[config.mk]
export PLATFORM = sky130hd
export DESIGN_NAME = ffa_top
export DESIGN_NICKNAME = d
export VERILOG_FILES = /design/src/design/ffa_pkg.sv /design/src/design/ffa_ecc.sv /design/src/design/ffa_top.sv
export SDC_FILE = /design/constraint.sdc
export NUM_CORES = 2
export LEC_CHECK = 0
export BUFFER_PORTS_ARGS = -buffer_cell sky130_fd_sc_hd__clkbuf_2
export CAP_MARGIN = 20
export CORE_ASPECT_RATIO = 0.5
export CORE_UTILIZATION = 45
export CTS_CLUSTER_SIZE = 16
export DETAILED_ROUTE_END_ITERATION = 8
export PLACE_DENSITY = 0.62
export SLEW_MARGIN = 20
export SYNTH_ARGS = -nofsm -noshare
export SYNTH_HDL_FRONTEND = slang
export SYNTH_SLANG_ARGS = --single-unit
[constraint.sdc]
create_clock -name pclk -period 4.65 [get_ports pclk]
set_input_delay 0.6975 -clock pclk [delete_from_list [all_inputs] [get_ports pclk]]
set_output_delay 0.6975 -clock pclk [all_outputs]
set_load 0.02 [all_outputs]
[src/design/ffa_pkg.sv]
package ffa_pkg;
  // =====================================================
  // Register map (byte addresses, one word each)
  localparam logic [7:0] FFA_OFS_CTRL = 8'h00;
  localparam logic [7:0] FFA_OFS_PROT = 8'h04;
  localparam logic [7:0] FFA_OFS_TIM0 = 8'h08;
  localparam logic [7:0] FFA_OFS_TIM1 = 8'h0c;
  localparam logic [7:0] FFA_OFS_RESTR = 8'h10;
  localparam logic [7:0] FFA_OFS_PEADR = 8'h14;
  localparam logic [7:0] FFA_OFS_PECMD = 8'h18;
  localparam logic [7:0] FFA_OFS_STAT = 8'h1c;
  localparam logic [7:0] FFA_OFS_ECCCNT = 8'h20;
  localparam logic [7:0] FFA_OFS_PEDATA = 8'h24;
  // =====================================================
  // Control fields
  localparam int FFA_CTRL_BUF_EN = 0;
  localparam int FFA_CTRL_PF_EN = 1;
  localparam logic [31:0] FFA_CTRL_RST = 32'h0000_0003;
  localparam logic [31:0] FFA_PROT_RST = 32'h0000_003f;
  localparam logic [31:0] FFA_TIM_RST = 32'h0000_0000;
  localparam logic [31:0] FFA_RESTR_RST = 32'h0000_0000;
  // Command codes
  localparam logic [1:0] FFA_CMD_PROG = 2'h1;
  localparam logic [1:0] FFA_CMD_ERASE = 2'h2;
  localparam logic [1:0] FFA_CMD_SUSP = 2'h3;
  // Status bits
  localparam int FFA_ST_BUSY = 0;
  localparam int FFA_ST_SUSP = 1;
  localparam int FFA_ST_DENIED = 2;
  localparam int FFA_ST_SBE = 3;
  localparam int FFA_ST_DBE = 4;
  // =====================================================
  // Masters and sizes
  localparam logic [1:0] FFA_M_FETCH = 2'h0;
  localparam logic [1:0] FFA_M_LOAD = 2'h1;
  localparam logic [1:0] FFA_M_DMA = 2'h2;
  localparam logic [1:0] FFA_SZ_B = 2'h0;
  localparam logic [1:0] FFA_SZ_H = 2'h1;
  localparam logic [1:0] FFA_SZ_W = 2'h2;
  localparam logic [1:0] FFA_SZ_D = 2'h3;
  // Miss latency: three wait states before the registered answer
  localparam int FFA_MISS_WAIT = 3;
  localparam int FFA_LINES = 4;
  localparam int FFA_BLOCKS = 8;
  localparam logic [2:0] FFA_SHADOW_BLK = 3'h7;
  // Embedded algorithm durations in cycles
  localparam logic [7:0] FFA_PROG_CYC = 8'h20;
  localparam logic [7:0] FFA_ERASE_CYC = 8'hff;

  typedef enum logic [1:0] {
    FFA_IDLE = 2'b00,
    FFA_ISSUE = 2'b01,
    FFA_WAIT = 2'b11,
    FFA_RESP = 2'b10
  } ffa_state_t;
endpackage

[src/design/ffa_ecc.sv]
`timescale 1ns/10ps
// =====================================================
// Per-word SEC-DED check: 32 data bits, 7 check bits
module ffa_ecc
  import ffa_pkg::*;
(
  // Coded word
  input wire logic [31:0] data_in,
  input wire logic [6:0] chk_in,
  // Corrected result
  output logic [31:0] data_out,
  output logic sbe,
  output logic dbe
);
  logic [5:0] syn;
  logic par;
  logic [31:0] flip;

  // Data bits take the non-power-of-two syndromes, check bits the rest,
  // so a flipped check bit never miscorrects a data bit
  function automatic logic [5:0] bit_pos(input int i);
    int p;
    p = i + 3;
    if (p >= 4) p++;
    if (p >= 8) p++;
    if (p >= 16) p++;
    if (p >= 32) p++;
    return 6'(p);
  endfunction

  function automatic logic [5:0] syn_calc(input logic [31:0] d);
    logic [5:0] s;
    s = 6'h00;
    for (int i = 0; i < 32; i++) begin
      if (d[i]) begin
        s = s ^ bit_pos(i);
      end
    end
    return s;
  endfunction

  always_comb begin
    syn = syn_calc(data_in) ^ chk_in[5:0];
    par = ^{data_in, chk_in};
    flip = 32'h0000_0000;
    sbe = 1'b0;
    dbe = 1'b0;
    if (par) begin
      sbe = 1'b1;
      for (int i = 0; i < 32; i++) begin
        if (syn == bit_pos(i)) begin
          flip[i] = 1'b1;
        end
      end
    end else if (syn != 6'h00) begin
      dbe = 1'b1;
    end
    data_out = data_in ^ flip;
  end
endmodule

[src/design/ffa_top.sv]
`timescale 1ns/10ps
module ffa_top
  import ffa_pkg::*;
(
  // Clock and reset
  input wire logic pclk,
  input wire logic presetn,
  // Hardware permission straps, two bits per master
  input wire logic [5:0] prot_strap,
  // System bus request
  input wire logic bus_req,
  input wire logic [1:0] bus_master,
  input wire logic bus_write,
  input wire logic [1:0] bus_size,
  input wire logic [23:0] bus_addr,
  input wire logic bus_map,
  // System bus answer
  output logic bus_ready,
  output logic bus_err,
  output logic [63:0] bus_rdata,
  // Array read port, 128 data bits plus 4x7 check bits
  output logic arr_req,
  output logic [19:0] arr_line,
  input wire logic arr_ack,
  input wire logic [127:0] arr_data,
  input wire logic [27:0] arr_chk,
  // APB register port
  input wire logic psel,
  input wire logic penable,
  input wire logic pwrite,
  input wire logic [7:0] paddr,
  input wire logic [31:0] pwdata,
  output logic [31:0] prdata,
  output logic pready,
  output logic pslverr
);
  // =====================================================
  // Registers
  logic [31:0] ctrl_q, prot_q, tim0_q, tim1_q, restr_q, peadr_q;
  logic [31:0] pedata_q, ecccnt_q;
  logic busy_q, susp_q, denied_q, sbe_q, dbe_q;
  logic [1:0] pecmd_q;
  logic [7:0] pecnt_q;
  logic strap_done_q;
  logic apb_wr, apb_rd;
  logic [31:0] rd_mux;

  assign apb_wr = psel && penable && pwrite;
  assign apb_rd = psel && penable && !pwrite;

  function automatic logic known_ofs(input logic [7:0] a);
    return a <= FFA_OFS_PEDATA && a[1:0] == 2'b00;
  endfunction

  // Protection loads straps once after reset release
  always_ff @(posedge pclk or negedge presetn) begin
    if (!presetn) begin
      prot_q <= FFA_PROT_RST;
      strap_done_q <= 1'b0;
    end else if (!strap_done_q) begin
      prot_q <= {26'h0, prot_strap};
      strap_done_q <= 1'b1;
    end else if (apb_wr && paddr == FFA_OFS_PROT) begin
      prot_q <= pwdata;
    end
  end

  always_ff @(posedge pclk or negedge presetn) begin
    if (!presetn) begin
      ctrl_q <= FFA_CTRL_RST;
      tim0_q <= FFA_TIM_RST;
      tim1_q <= FFA_TIM_RST;
      restr_q <= FFA_RESTR_RST;
      peadr_q <= 32'h0000_0000;
      pedata_q <= 32'h0000_0000;
    end else if (apb_wr) begin
      case (paddr)
        FFA_OFS_CTRL: ctrl_q <= pwdata;
        FFA_OFS_TIM0: tim0_q <= {27'h0, pwdata[4:0]};
        FFA_OFS_TIM1: tim1_q <= {27'h0, pwdata[4:0]};
        FFA_OFS_RESTR: restr_q <= pwdata;
        FFA_OFS_PEADR: peadr_q <= pwdata;
        FFA_OFS_PEDATA: pedata_q <= pwdata;
        default: ;
      endcase
    end
  end

  // =====================================================
  // Embedded program and erase sequencer
  logic pe_go, pe_blk_ok, pe_align_ok;
  logic [2:0] pe_blk;
  assign pe_go = apb_wr && paddr == FFA_OFS_PECMD;
  assign pe_blk = peadr_q[23:21];
  // Shadow block has its own restriction bit, so it stands alone
  assign pe_blk_ok = !restr_q[pe_blk];
  assign pe_align_ok = peadr_q[2:0] == 3'h0;

  always_ff @(posedge pclk or negedge presetn) begin
    if (!presetn) begin
      busy_q <= 1'b0;
      susp_q <= 1'b0;
      denied_q <= 1'b0;
      pecmd_q <= 2'h0;
      pecnt_q <= 8'h00;
    end else begin
      if (apb_wr && paddr == FFA_OFS_STAT && pwdata[FFA_ST_DENIED]) begin
        denied_q <= 1'b0;
      end
      if (pe_go) begin
        if (pwdata[1:0] == FFA_CMD_SUSP) begin
          if (busy_q && pecmd_q == FFA_CMD_ERASE) begin
            susp_q <= !susp_q;
          end
        end else if (!busy_q && pwdata[1:0] != 2'h0) begin
          if (!pe_blk_ok || (pwdata[1:0] == FFA_CMD_PROG &&
              !pe_align_ok)) begin
            denied_q <= 1'b1;
          end else begin
            busy_q <= 1'b1;
            pecmd_q <= pwdata[1:0];
            pecnt_q <= (pwdata[1:0] == FFA_CMD_PROG) ?
                       FFA_PROG_CYC : FFA_ERASE_CYC;
          end
        end
      end else if (busy_q && !susp_q) begin
        if (pecnt_q == 8'h00) begin
          busy_q <= 1'b0;
        end else begin
          pecnt_q <= pecnt_q - 8'h01;
        end
      end
    end
  end

  // =====================================================
  // Prefetch buffer: tag, data, valid, age per line
  logic [127:0] line_d_q [FFA_LINES];
  logic [19:0] line_t_q [FFA_LINES];
  logic [FFA_LINES-1:0] line_v_q;
  logic [1:0] age_q [FFA_LINES];
  logic [19:0] req_line;
  logic hit;
  logic [1:0] hit_idx, vict_idx;

  assign req_line = bus_addr[23:4];

  always_comb begin
    hit = 1'b0;
    hit_idx = 2'h0;
    vict_idx = 2'h0;
    for (int i = 0; i < FFA_LINES; i++) begin
      if (line_v_q[i] && line_t_q[i] == req_line) begin
        hit = ctrl_q[FFA_CTRL_BUF_EN];
        hit_idx = 2'(i);
      end
      if (age_q[i] == 2'h3) begin
        vict_idx = 2'(i);
      end
    end
  end

  function automatic logic [63:0] pick_half(input logic [127:0] l,
                                            input logic hi);
    return hi ? l[127:64] : l[63:0];
  endfunction

  // =====================================================
  // Bus request path
  ffa_state_t st_q;
  logic [4:0] wait_q;
  logic [1:0] fill_q;
  logic pf_q, pf_pend_q;
  logic [19:0] pf_line_q;
  logic rd_ok, wr_ok, fill_go, take;
  logic [127:0] fixed;
  logic [3:0] sbe_v, dbe_v;
  logic [4:0] map_wait;

  assign rd_ok = prot_q[{bus_master, 1'b0}];
  assign wr_ok = prot_q[{bus_master, 1'b1}] &&
                 (bus_size == FFA_SZ_W || bus_size == FFA_SZ_D) &&
                 (bus_size == FFA_SZ_W ? bus_addr[1:0] == 2'h0 :
                  bus_addr[2:0] == 3'h0);
  assign map_wait = bus_map ? tim1_q[4:0] : tim0_q[4:0];
  assign fill_go = arr_req && arr_ack && wait_q == 5'h00;
  // The answering edge still sees the finished request held
  assign take = bus_req && !bus_ready;

  for (genvar g = 0; g < 4; g++) begin : g_ecc
    ffa_ecc u_ecc (
      .data_in(arr_data[32*g +: 32]),
      .chk_in(arr_chk[7*g +: 7]),
      .data_out(fixed[32*g +: 32]),
      .sbe(sbe_v[g]),
      .dbe(dbe_v[g])
    );
  end

  always_ff @(posedge pclk or negedge presetn) begin
    if (!presetn) begin
      st_q <= FFA_IDLE;
      bus_ready <= 1'b0;
      bus_err <= 1'b0;
      bus_rdata <= 64'h0;
      arr_req <= 1'b0;
      arr_line <= 20'h0;
      wait_q <= 5'h00;
      pf_q <= 1'b0;
      pf_pend_q <= 1'b0;
      pf_line_q <= 20'h0;
      fill_q <= 2'h0;
    end else begin
      bus_ready <= 1'b0;
      bus_err <= 1'b0;
      if (wait_q != 5'h00 && st_q == FFA_WAIT) begin
        wait_q <= wait_q - 5'h01;
      end
      case (st_q)
        FFA_IDLE: begin
          if (take && !(bus_write ? wr_ok : rd_ok)) begin
            bus_ready <= 1'b1;
            bus_err <= 1'b1;
          end else if (take && bus_write) begin
            // Array writes go through the sequencer registers
            bus_ready <= 1'b1;
          end else if (take && hit) begin
            bus_ready <= 1'b1;
            bus_rdata <= pick_half(line_d_q[hit_idx], bus_addr[3]);
            if (bus_master == FFA_M_FETCH && ctrl_q[FFA_CTRL_PF_EN]) begin
              pf_pend_q <= 1'b1;
              pf_line_q <= req_line + 20'h1;
            end
          end else if (take) begin
            arr_req <= 1'b1;
            arr_line <= req_line;
            wait_q <= map_wait;
            pf_q <= 1'b0;
            fill_q <= bus_addr[3] ? 2'h1 : 2'h0;
            st_q <= FFA_ISSUE;
            pf_pend_q <= bus_master == FFA_M_FETCH &&
                         ctrl_q[FFA_CTRL_PF_EN];
            pf_line_q <= req_line + 20'h1;
          end else if (pf_pend_q) begin
            pf_pend_q <= 1'b0;
            arr_req <= 1'b1;
            arr_line <= pf_line_q;
            wait_q <= tim0_q[4:0];
            pf_q <= 1'b1;
            st_q <= FFA_ISSUE;
          end
        end
        FFA_ISSUE: begin
          st_q <= FFA_WAIT;
        end
        FFA_WAIT: begin
          if (fill_go) begin
            arr_req <= 1'b0;
            st_q <= pf_q ? FFA_IDLE : FFA_RESP;
            bus_rdata <= pick_half(fixed, fill_q[0]);
          end
        end
        FFA_RESP: begin
          bus_ready <= 1'b1;
          bus_err <= |dbe_q;
          st_q <= FFA_IDLE;
        end
        default: st_q <= FFA_IDLE;
      endcase
    end
  end

  // Line fill, LRU ages and ECC status
  always_ff @(posedge pclk or negedge presetn) begin
    if (!presetn) begin
      line_v_q <= '0;
      sbe_q <= 1'b0;
      dbe_q <= 1'b0;
      ecccnt_q <= 32'h0;
      for (int i = 0; i < FFA_LINES; i++) begin
        line_d_q[i] <= 128'h0;
        line_t_q[i] <= 20'h0;
        age_q[i] <= 2'(i);
      end
    end else begin
      if (apb_wr && paddr == FFA_OFS_STAT && pwdata[FFA_ST_SBE]) begin
        sbe_q <= 1'b0;
      end
      if (st_q == FFA_WAIT && fill_go) begin
        dbe_q <= |dbe_v;
        if (|sbe_v) begin
          sbe_q <= 1'b1;
          ecccnt_q <= ecccnt_q + 32'h1;
        end
        if (ctrl_q[FFA_CTRL_BUF_EN] && !(|dbe_v)) begin
          line_d_q[vict_idx] <= fixed;
          line_t_q[vict_idx] <= arr_line;
          line_v_q[vict_idx] <= 1'b1;
          for (int i = 0; i < FFA_LINES; i++) begin
            if (age_q[i] < age_q[vict_idx]) begin
              age_q[i] <= age_q[i] + 2'h1;
            end
          end
          age_q[vict_idx] <= 2'h0;
        end
      end else if (st_q == FFA_IDLE && take && hit && !bus_write) begin
        for (int i = 0; i < FFA_LINES; i++) begin
          if (age_q[i] < age_q[hit_idx]) begin
            age_q[i] <= age_q[i] + 2'h1;
          end
        end
        age_q[hit_idx] <= 2'h0;
      end
      if (!ctrl_q[FFA_CTRL_BUF_EN]) begin
        line_v_q <= '0;
      end
    end
  end

  // =====================================================
  // APB read side: zero wait, error on unmapped
  always_comb begin
    case (paddr)
      FFA_OFS_CTRL: rd_mux = ctrl_q;
      FFA_OFS_PROT: rd_mux = prot_q;
      FFA_OFS_TIM0: rd_mux = tim0_q;
      FFA_OFS_TIM1: rd_mux = tim1_q;
      FFA_OFS_RESTR: rd_mux = restr_q;
      FFA_OFS_PEADR: rd_mux = peadr_q;
      FFA_OFS_PECMD: rd_mux = {30'h0, pecmd_q};
      FFA_OFS_STAT: rd_mux = {27'h0, dbe_q, sbe_q, denied_q, susp_q,
                              busy_q};
      FFA_OFS_ECCCNT: rd_mux = ecccnt_q;
      FFA_OFS_PEDATA: rd_mux = pedata_q;
      default: rd_mux = 32'h0;
    endcase
  end

  always_ff @(posedge pclk or negedge presetn) begin
    if (!presetn) begin
      prdata <= 32'h0;
      pready <= 1'b0;
      pslverr <= 1'b0;
    end else begin
      pready <= psel && !penable;
      pslverr <= psel && !penable && !known_ofs(paddr);
      if (psel && !penable && !pwrite) begin
        prdata <= rd_mux;
      end
    end
  end
endmodule

== Word-level counts from Yosys, hierarchy flattened ==
Index checks and enable logic that the tools add are counted.
Widths: inputs -> output; s select.

* Flip-flop bits (word level): 973
* Logic and storage cells: 4112

* Add/sub/neg operators: 752
* $lt $le $gt $ge: 762
* Equality and inequality tests: 167
* Mux-type cells: 2147
* Bitwise operators: 144
* Reduce and logical (&&, ||, !) cells: 97

{| class="wikitable"
|+ Operators by type and width
! operator !! number
|-
| $mux 32 || 1246
|-
| $add 32x2->32 const B || 496
|-
| $ge 32x5->1 const B || 248
|-
| $ge 32x6->1 const B || 248
|-
| $ge 32x7->1 const B || 248
|-
| $mux 6 || 620
|-
| $add 6x2->6 const B || 248
|-
| $eq 6x6->1 || 124
|-
| $xor 6x6->6 || 124
|-
| $bwmux 512 || 1
|-
| $mux 128 || 3
|-
| $mux 64 || 6
|-
| $pmux 32 s10 || 1
|-
| $bmux 128 s2 || 1
|-
| $demux 128 s2 || 1
|-
| $mux 1 || 181
|-
| $reduce_xor 39->1 || 4
|-
| $pmux 64 s2 || 1
|-
| $xor 32x32->32 || 4
|-
| $mux 20 || 6
|-
| $mux 2 || 45
|-
| $bwmux 80 || 1
|-
| $eq 20x20->1 || 4
|-
| $mux 8 || 10
|-
| 54 further kinds || 198
|}

== Logic depth before layout (Yosys ltp) ==
* Depth after elaboration: 84
* Mapped depth: 16

== By module ==
A second synthesis with hierarchy kept.

* Cell total of the unflattened synthesis: 4377
* Area, all modules: 50965.1 um^2

{| class="wikitable"
|+ By module, submodules not included
! module !! instances !! cells an instance !! area each (um^2) !! seq. area each (um^2)
|-
| ffa_top || 1 || 3775 || 45087.0 || 24363.4
|-
| ffa_ecc (g_ecc[0].u_ecc ...) || 2 || 154 || 1428.9 || 0.0
|-
| ffa_ecc (g_ecc[3].u_ecc) || 1 || 142 || 1632.8 || 0.0
|-
| ffa_ecc (g_ecc[1].u_ecc) || 1 || 152 || 1387.6 || 0.0
|}

== Least setup slack after synthesis ==
No wires, ideal clock.

* Path type: in2reg
* Start: input port bus_addr[15]
* End: register age_q[6] (netlist name)
* Setup time: 0.119 ns
* Arrival time: 4.342 ns
* Required time: 4.531 ns
* Slack: 0.190 ns
* Stages on the path: 16
* Buffers on the path: 3
* Cells stage by stage: clkbuf_1 > xnor2_1 > nand4_1 > or4_1 > nor2_1 > buf_1 > buf_1 > mux2i_1 > a211oi_1 > a21oi_1 > ha_1 > a21oi_1 > o21ai_0 > and3_1 > or4b_1 > o21a_1

* Longest elaborated chain between the ends: 16
* Elaborated cells between the ends (all ways): 36
* Those cells by class: order compare (3); eq/ne (4); mux (17); bitwise (3); reduce/logical (9)

{| class="wikitable"
|+ Ends and longest elaborated chain
! what !! line !! RTL
|-
| start: declaration || ffa_top.sv:15 || <nowiki>input wire logic [23:0] bus_addr,</nowiki>
|-
| $eq 20x20->1 || ffa_top.sv:153 || <nowiki>if (line_v_q[i] && line_t_q[i] == req_line) begin</nowiki>
|-
| $logic_and 1x1->1 || ffa_top.sv:153 ||
|-
| $mux 1 || ffa_top.sv:153 ||
|-
| $mux 2 (2 in a row) || ffa_top.sv:153 ||
|-
| $not 2->3 (implied by the code) || ffa_top.sv:308, ffa_top.sv:312 ||
|-
| $bmux 2 s2 || ffa_top.sv:308 || <nowiki>if (age_q[i] < age_q[hit_idx]) begin</nowiki>
|-
| $mux 2 (implied by the code) (2 in a row) || ffa_top.sv:308 ||
|-
| $lt 2x2->1 || ffa_top.sv:308 ||
|-
| $mux 2 || ffa_top.sv:308 ||
|-
| $mux 2 || ffa_top.sv:306 || <nowiki>end else if (st_q == FFA_IDLE && take && hit && !bus_write) begin</nowiki>
|-
| $mux 2 || ffa_top.sv:289 || <nowiki>if (st_q == FFA_WAIT && fill_go) begin</nowiki>
|-
| $and 8x8->8 (no line) || n/a ||
|-
| $mux 8 || ffa_top.sv:306 ||
|-
| $mux 8 || ffa_top.sv:289 ||
|-
| end signal: indexed assignment || ffa_top.sv:283 || <nowiki>age_q[i] <= 2'(i);</nowiki>
|-
| end signal: indexed assignment || ffa_top.sv:301 || <nowiki>age_q[i] <= age_q[i] + 2'h1;</nowiki>
|-
| end signal: indexed assignment || ffa_top.sv:309 || <nowiki>age_q[i] <= age_q[i] + 2'h1;</nowiki>
|-
| end: declaration || ffa_top.sv:141 || <nowiki>logic [1:0] age_q [FFA_LINES];</nowiki>
|}

Several ways; a longest one is shown, not always the timed one. The select of a mux whose other input is x is not followed.
A chain may end at the register's enable or synchronous reset.

== Final worst setup path ==
* Start: register line_t_q[26] (netlist name)
* End: register bus_rdata[21]

* Longest elaborated chain between the ends: 13
* Elaborated cells between the ends (all ways): 18
* Those cells by class: eq/ne (2); mux (12); bitwise (1); reduce/logical (3)

{| class="wikitable"
|+ Ends and longest elaborated chain
! what !! line !! RTL
|-
| start: declaration || ffa_top.sv:139 || <nowiki>logic [19:0] line_t_q [FFA_LINES];</nowiki>
|-
| start signal: indexed assignment || ffa_top.sv:297 || <nowiki>line_t_q[vict_idx] <= arr_line;</nowiki>
|-
| $eq 20x20->1 * || ffa_top.sv:153 ||
|-
| $logic_and 1x1->1 * || ffa_top.sv:153 ||
|-
| $mux 2 (2 in a row) || ffa_top.sv:153 ||
|-
| $not 2->3 (implied by the code) || ffa_top.sv:229 || <nowiki>bus_rdata <= pick_half(line_d_q[hit_idx], bus_addr[3]);</nowiki>
|-
| $bmux 128 s2 || ffa_top.sv:229 ||
|-
| $mux 128 (implied by the code) (2 in a row) || ffa_top.sv:229 ||
|-
| $mux 64 || ffa_top.sv:165 || <nowiki>return hi ? l[127:64] : l[63:0];</nowiki>
|-
| $mux 64 || ffa_top.sv:227 || <nowiki>end else if (take && hit) begin</nowiki>
|-
| $mux 64 || ffa_top.sv:224 || <nowiki>end else if (take && bus_write) begin</nowiki>
|-
| $mux 64 || ffa_top.sv:221 || <nowiki>if (take && !(bus_write ? wr_ok : rd_ok)) begin</nowiki>
|-
| $pmux 64 s2 || ffa_top.sv:219 || <nowiki>case (st_q)</nowiki>
|-
| end signal: assignment || ffa_top.sv:229 ||
|-
| end signal: assignment || ffa_top.sv:260 || <nowiki>bus_rdata <= pick_half(fixed, fill_q[0]);</nowiki>
|-
| end: declaration || ffa_top.sv:20 || <nowiki>output logic [63:0] bus_rdata,</nowiki>
|}

Every way passes the cells marked *; elsewhere a longest branch is shown, timed or not. The select of a mux whose other input is x is not followed.

==> reports/metrics.csv <==
stage,metric,value,unit
timing,Post-Route Setup TNS,0,ps
logic_synthesis,Syn. warnings,0,
logic_synthesis,Post-synth EDFFs,0,
global_routing,initial antenna violation count,8,
clocking,hold_buf cts,0,
drt,Final ANT Viol Nets,0,
clocking,worst-skew pair later-pin latency,720,ps
timing,RSZ-0062 raised after global routing,false,
logic_synthesis,synth unique cells,85,
clocking,CTS sink cnt,973,
drt,DRC Markers,0,
logic_synthesis,"Cell Area, Synth",0.0495,sq mm
job,maxcap violations,0,
global_routing,global-route congestion overflow total,0,
logic_synthesis,Syn Nets,4979,
placed_design,IO buf count,359,
hold_path,min-delay worst type,input port to asynchronous set/reset pin,
timing,Max-slew headroom,0.285,
drt,routed via count,38300,
outcome,outcome,finished clean,
clocking,Worst-path clk slew,70,ps
placed_design,pre-CTS WS,183,ps
setup_path,CP endpoint kind,flip-flop,
logic_synthesis,register area share after synthesis,0.492,
drt,Via density,5.81,
global_routing,vias in the first global route,38000,
setup_path,Required @ worst endpoint,5230,ps
logic_synthesis,Mean Syn Cell Area,10.5,sq um
timing,fin. max-slew vios,0,
timing,final period utilization,0.847,
setup_path,CP arrival,4520,ps
logic_synthesis,ranking of synthesized cells by area,"dfrtp_1, mux2_2, xnor2_1, nor2_1, a21oi_1",
pwr,Peak VDD IR,0.000313,V
drt,wire per inst,23.1,um
drt,final WL,152,mm
timing,slew at the pin closest to its max-slew limit,1070,ps
global_routing,GRT Total Usage,0.271,
global_routing,first-pass GRT wire length,234,mm
drt,DR iter-0 viols,3484,
global_routing,largest net degree at the start of global routing,131,
logic_synthesis,ys async rst share,1.00,
clocking,total CTS buffers,91,
logic_synthesis,Synth area leader,dfrtp_1,
global_routing,GRT met3 Usage,0.0387,
final_layout,fin area,0.0570,sq mm
logic_synthesis,top-area cell type share of the netlist area,0.486,
floorplanning,Initial Util,0.457,
logic_synthesis,post-synthesis sequential element count,973,
pwr,Power Dens Cells,419,mW/mm^2
timing,final hold vios,0,
floorplanning,DIE AREA,0.111,sq mm
global_routing,most crowded layer after global routing,met2,
clocking,Post-CTS Setup Bufs,0,
floorplanning,number of cell rows,85,
timing,Max Clk Rate,254,MHz
placed_design,Post-DP Area,0.0539,sq mm
final_layout,Largest register FFs,512,
clocking,clk buf depth,3,
logic_synthesis,"Top FF cell, synth",dfrtp_1,
setup_path,crit path launch type,flip-flop,
final_layout,share of cells above drive strength 1,0.228,
global_routing,met1 usage,0.368,
timing,"Min Clock Period, post-route",3940,ps
placed_design,Final HPWL DP,106,mm
final_layout,Layout Area Growth over Synthesis,15.3,%
timing,Layout Skew,33.5,ps
floorplanning,Die Span Y,236,um
placed_design,placer congestion estimate,0.916,
global_routing,M2 GR Usage,0.446,
timing,final setup margin,711,ps
drt,drt pass-1 iters,9,
setup_path,CP Class,flip-flop to flip-flop,
setup_path,Critical Path Fanout Max,38,
floorplanning,die width,471,um
clocking,root buffer cell,clkbuf_16,
final_layout,final net count,5330,
pwr,Leak,26.8,nW
logic_synthesis,Cells after Synth,4723,
floorplanning,core area,0.108,sq mm
final_layout,"Most flops, register",line_d_q,
clocking,TritonCTS clock tree,built,
timing,# setup viols final,0,
clocking,Post-CTS Resized,0,
floorplanning,# IOs,360,
final_layout,Regs by FF count,"line_d_q x512, line_t_q x80, bus_rdata x64",
clocking,H-tree Lvls,3,
[worst paths after layout]
path / start / endpoint / slack, ps / cells past startpoint
hold reg to reg: pf_q$_DFFE_PN0P_ / st_q[1]$_DFFE_PN0P_ / 480 / 1
setup reg to reg: line_t_q[26]$_DFFE_PN0P_ / bus_rdata[21]$_DFFE_PN0P_ / 710 / 12
hold / removal: presetn / ctrl_q[10]$_DFFE_PN0P_ / 30 / 1
setup / recovery: line_t_q[26]$_DFFE_PN0P_ / bus_rdata[21]$_DFFE_PN0P_ / 710 / 12
min in group pclk: prot_strap[4] / prot_q[4]$_DFFE_PN1P_ / 210 / 3
max in group asynchronous: presetn / line_d_q[276]$_DFFE_PN0P_ / 3210 / 2
[Yosys cell counts, drive strengths merged, types with 14 or more instances]
master and count:
a22o 44, buf 133, a222oi 38, a311oi 14, nand3 112, a221o 25
nor2 686, a41oi 31, mux2 430, a21o 15, a21boi 26, and2 15
ha 17, a221oi 14, nand4 34, o32a 14, a31oi 43, xnor2 320
clkbuf 179, inv 37, dfrtp 961, mux2i 56, xor2 144, xnor3 53
o21ai 113, or3 14, and3 32, a211oi 25, nand2b 20, a22oi 121
nand2 310, nor4 26, nor3 76, a21oi 401
[final cells by class]
cell class              instances  area, sq um
repair buffers                570         3880
flip-flops and latches        973        24400
well taps                    1435         1800
clock inverters                40          498
clock buffers                 128         2620
multi-input cells            3400        23700
diodes                          3         7.51
fillers                      9663        51200
inverters                      38          143
[cell families after synthesis]
family,Yosys count,synth area share
muxes,490,0.111
xor gates and xnor gates,521,0.109
adders and majority gates,17,0.00430
DFF,973,0.492
and+or+nand+nor,1375,0.121
other,1,0.0000758
AOI/OAI and AO/OA,996,0.132
buffers and inverters,350,0.0304
[through the flow]
step	hold slack, ps	utilization	power (mW)	std cells
after floorplan	402	-	13.3	4723
after global placement	452	0.498	16.0	6415
after detailed placement	464	0.498	16.1	6415
after CTS	14.1	0.527	24.0	6583
after global routing	61.8	0.527	24.9	6587
final	26.0	0.527	23.9	6587
[layer usage]
metal | part of all wire | up-vias
met5 | 0.00024 | -
met4 | 0.035 | 6
met3 | 0.053 | 258
met2 | 0.48 | 1135
met1 | 0.43 | 19500
li1 | - | 17400
[where the power goes]
group	leakage [nW]	total [mW]	switching, mW	internal [mW]
clock network	1.54	7.91	3.50	4.41
logic	11.9	6.46	4.12	2.34
registers	13.3	9.54	0.557	8.99
[layout by cell type (no fill, tap or decap), drive strengths merged, types with 34 or more instances in the layout]
cell type  count
buf          213
nor2         686
a21oi        401
dfrtp        961
nand3        112
xor2         144
clkbuf       485
xnor2        320
a222oi        38
nor3          76
mux2         430
a22oi        121
xnor3         53
o21ai        113
mux2i         56
nand4         34
a31oi         43
nand2        310
a22o          44
inv           40
[worst max-delay path, cell delays in order (launching register included)]
cell and delay [ps]:
dfrtp_1 390, xnor2_1 380, nand4_1 150, nor4_1 560, buf_4 220, and2_2 370
o41ai_1 170, buf_4 200, nand2b_1 220, nand2_1 110, buf_4 440, o21ai_0 240
o32a_1 330
No activity file was read; power rests on OpenSTA's default activity.
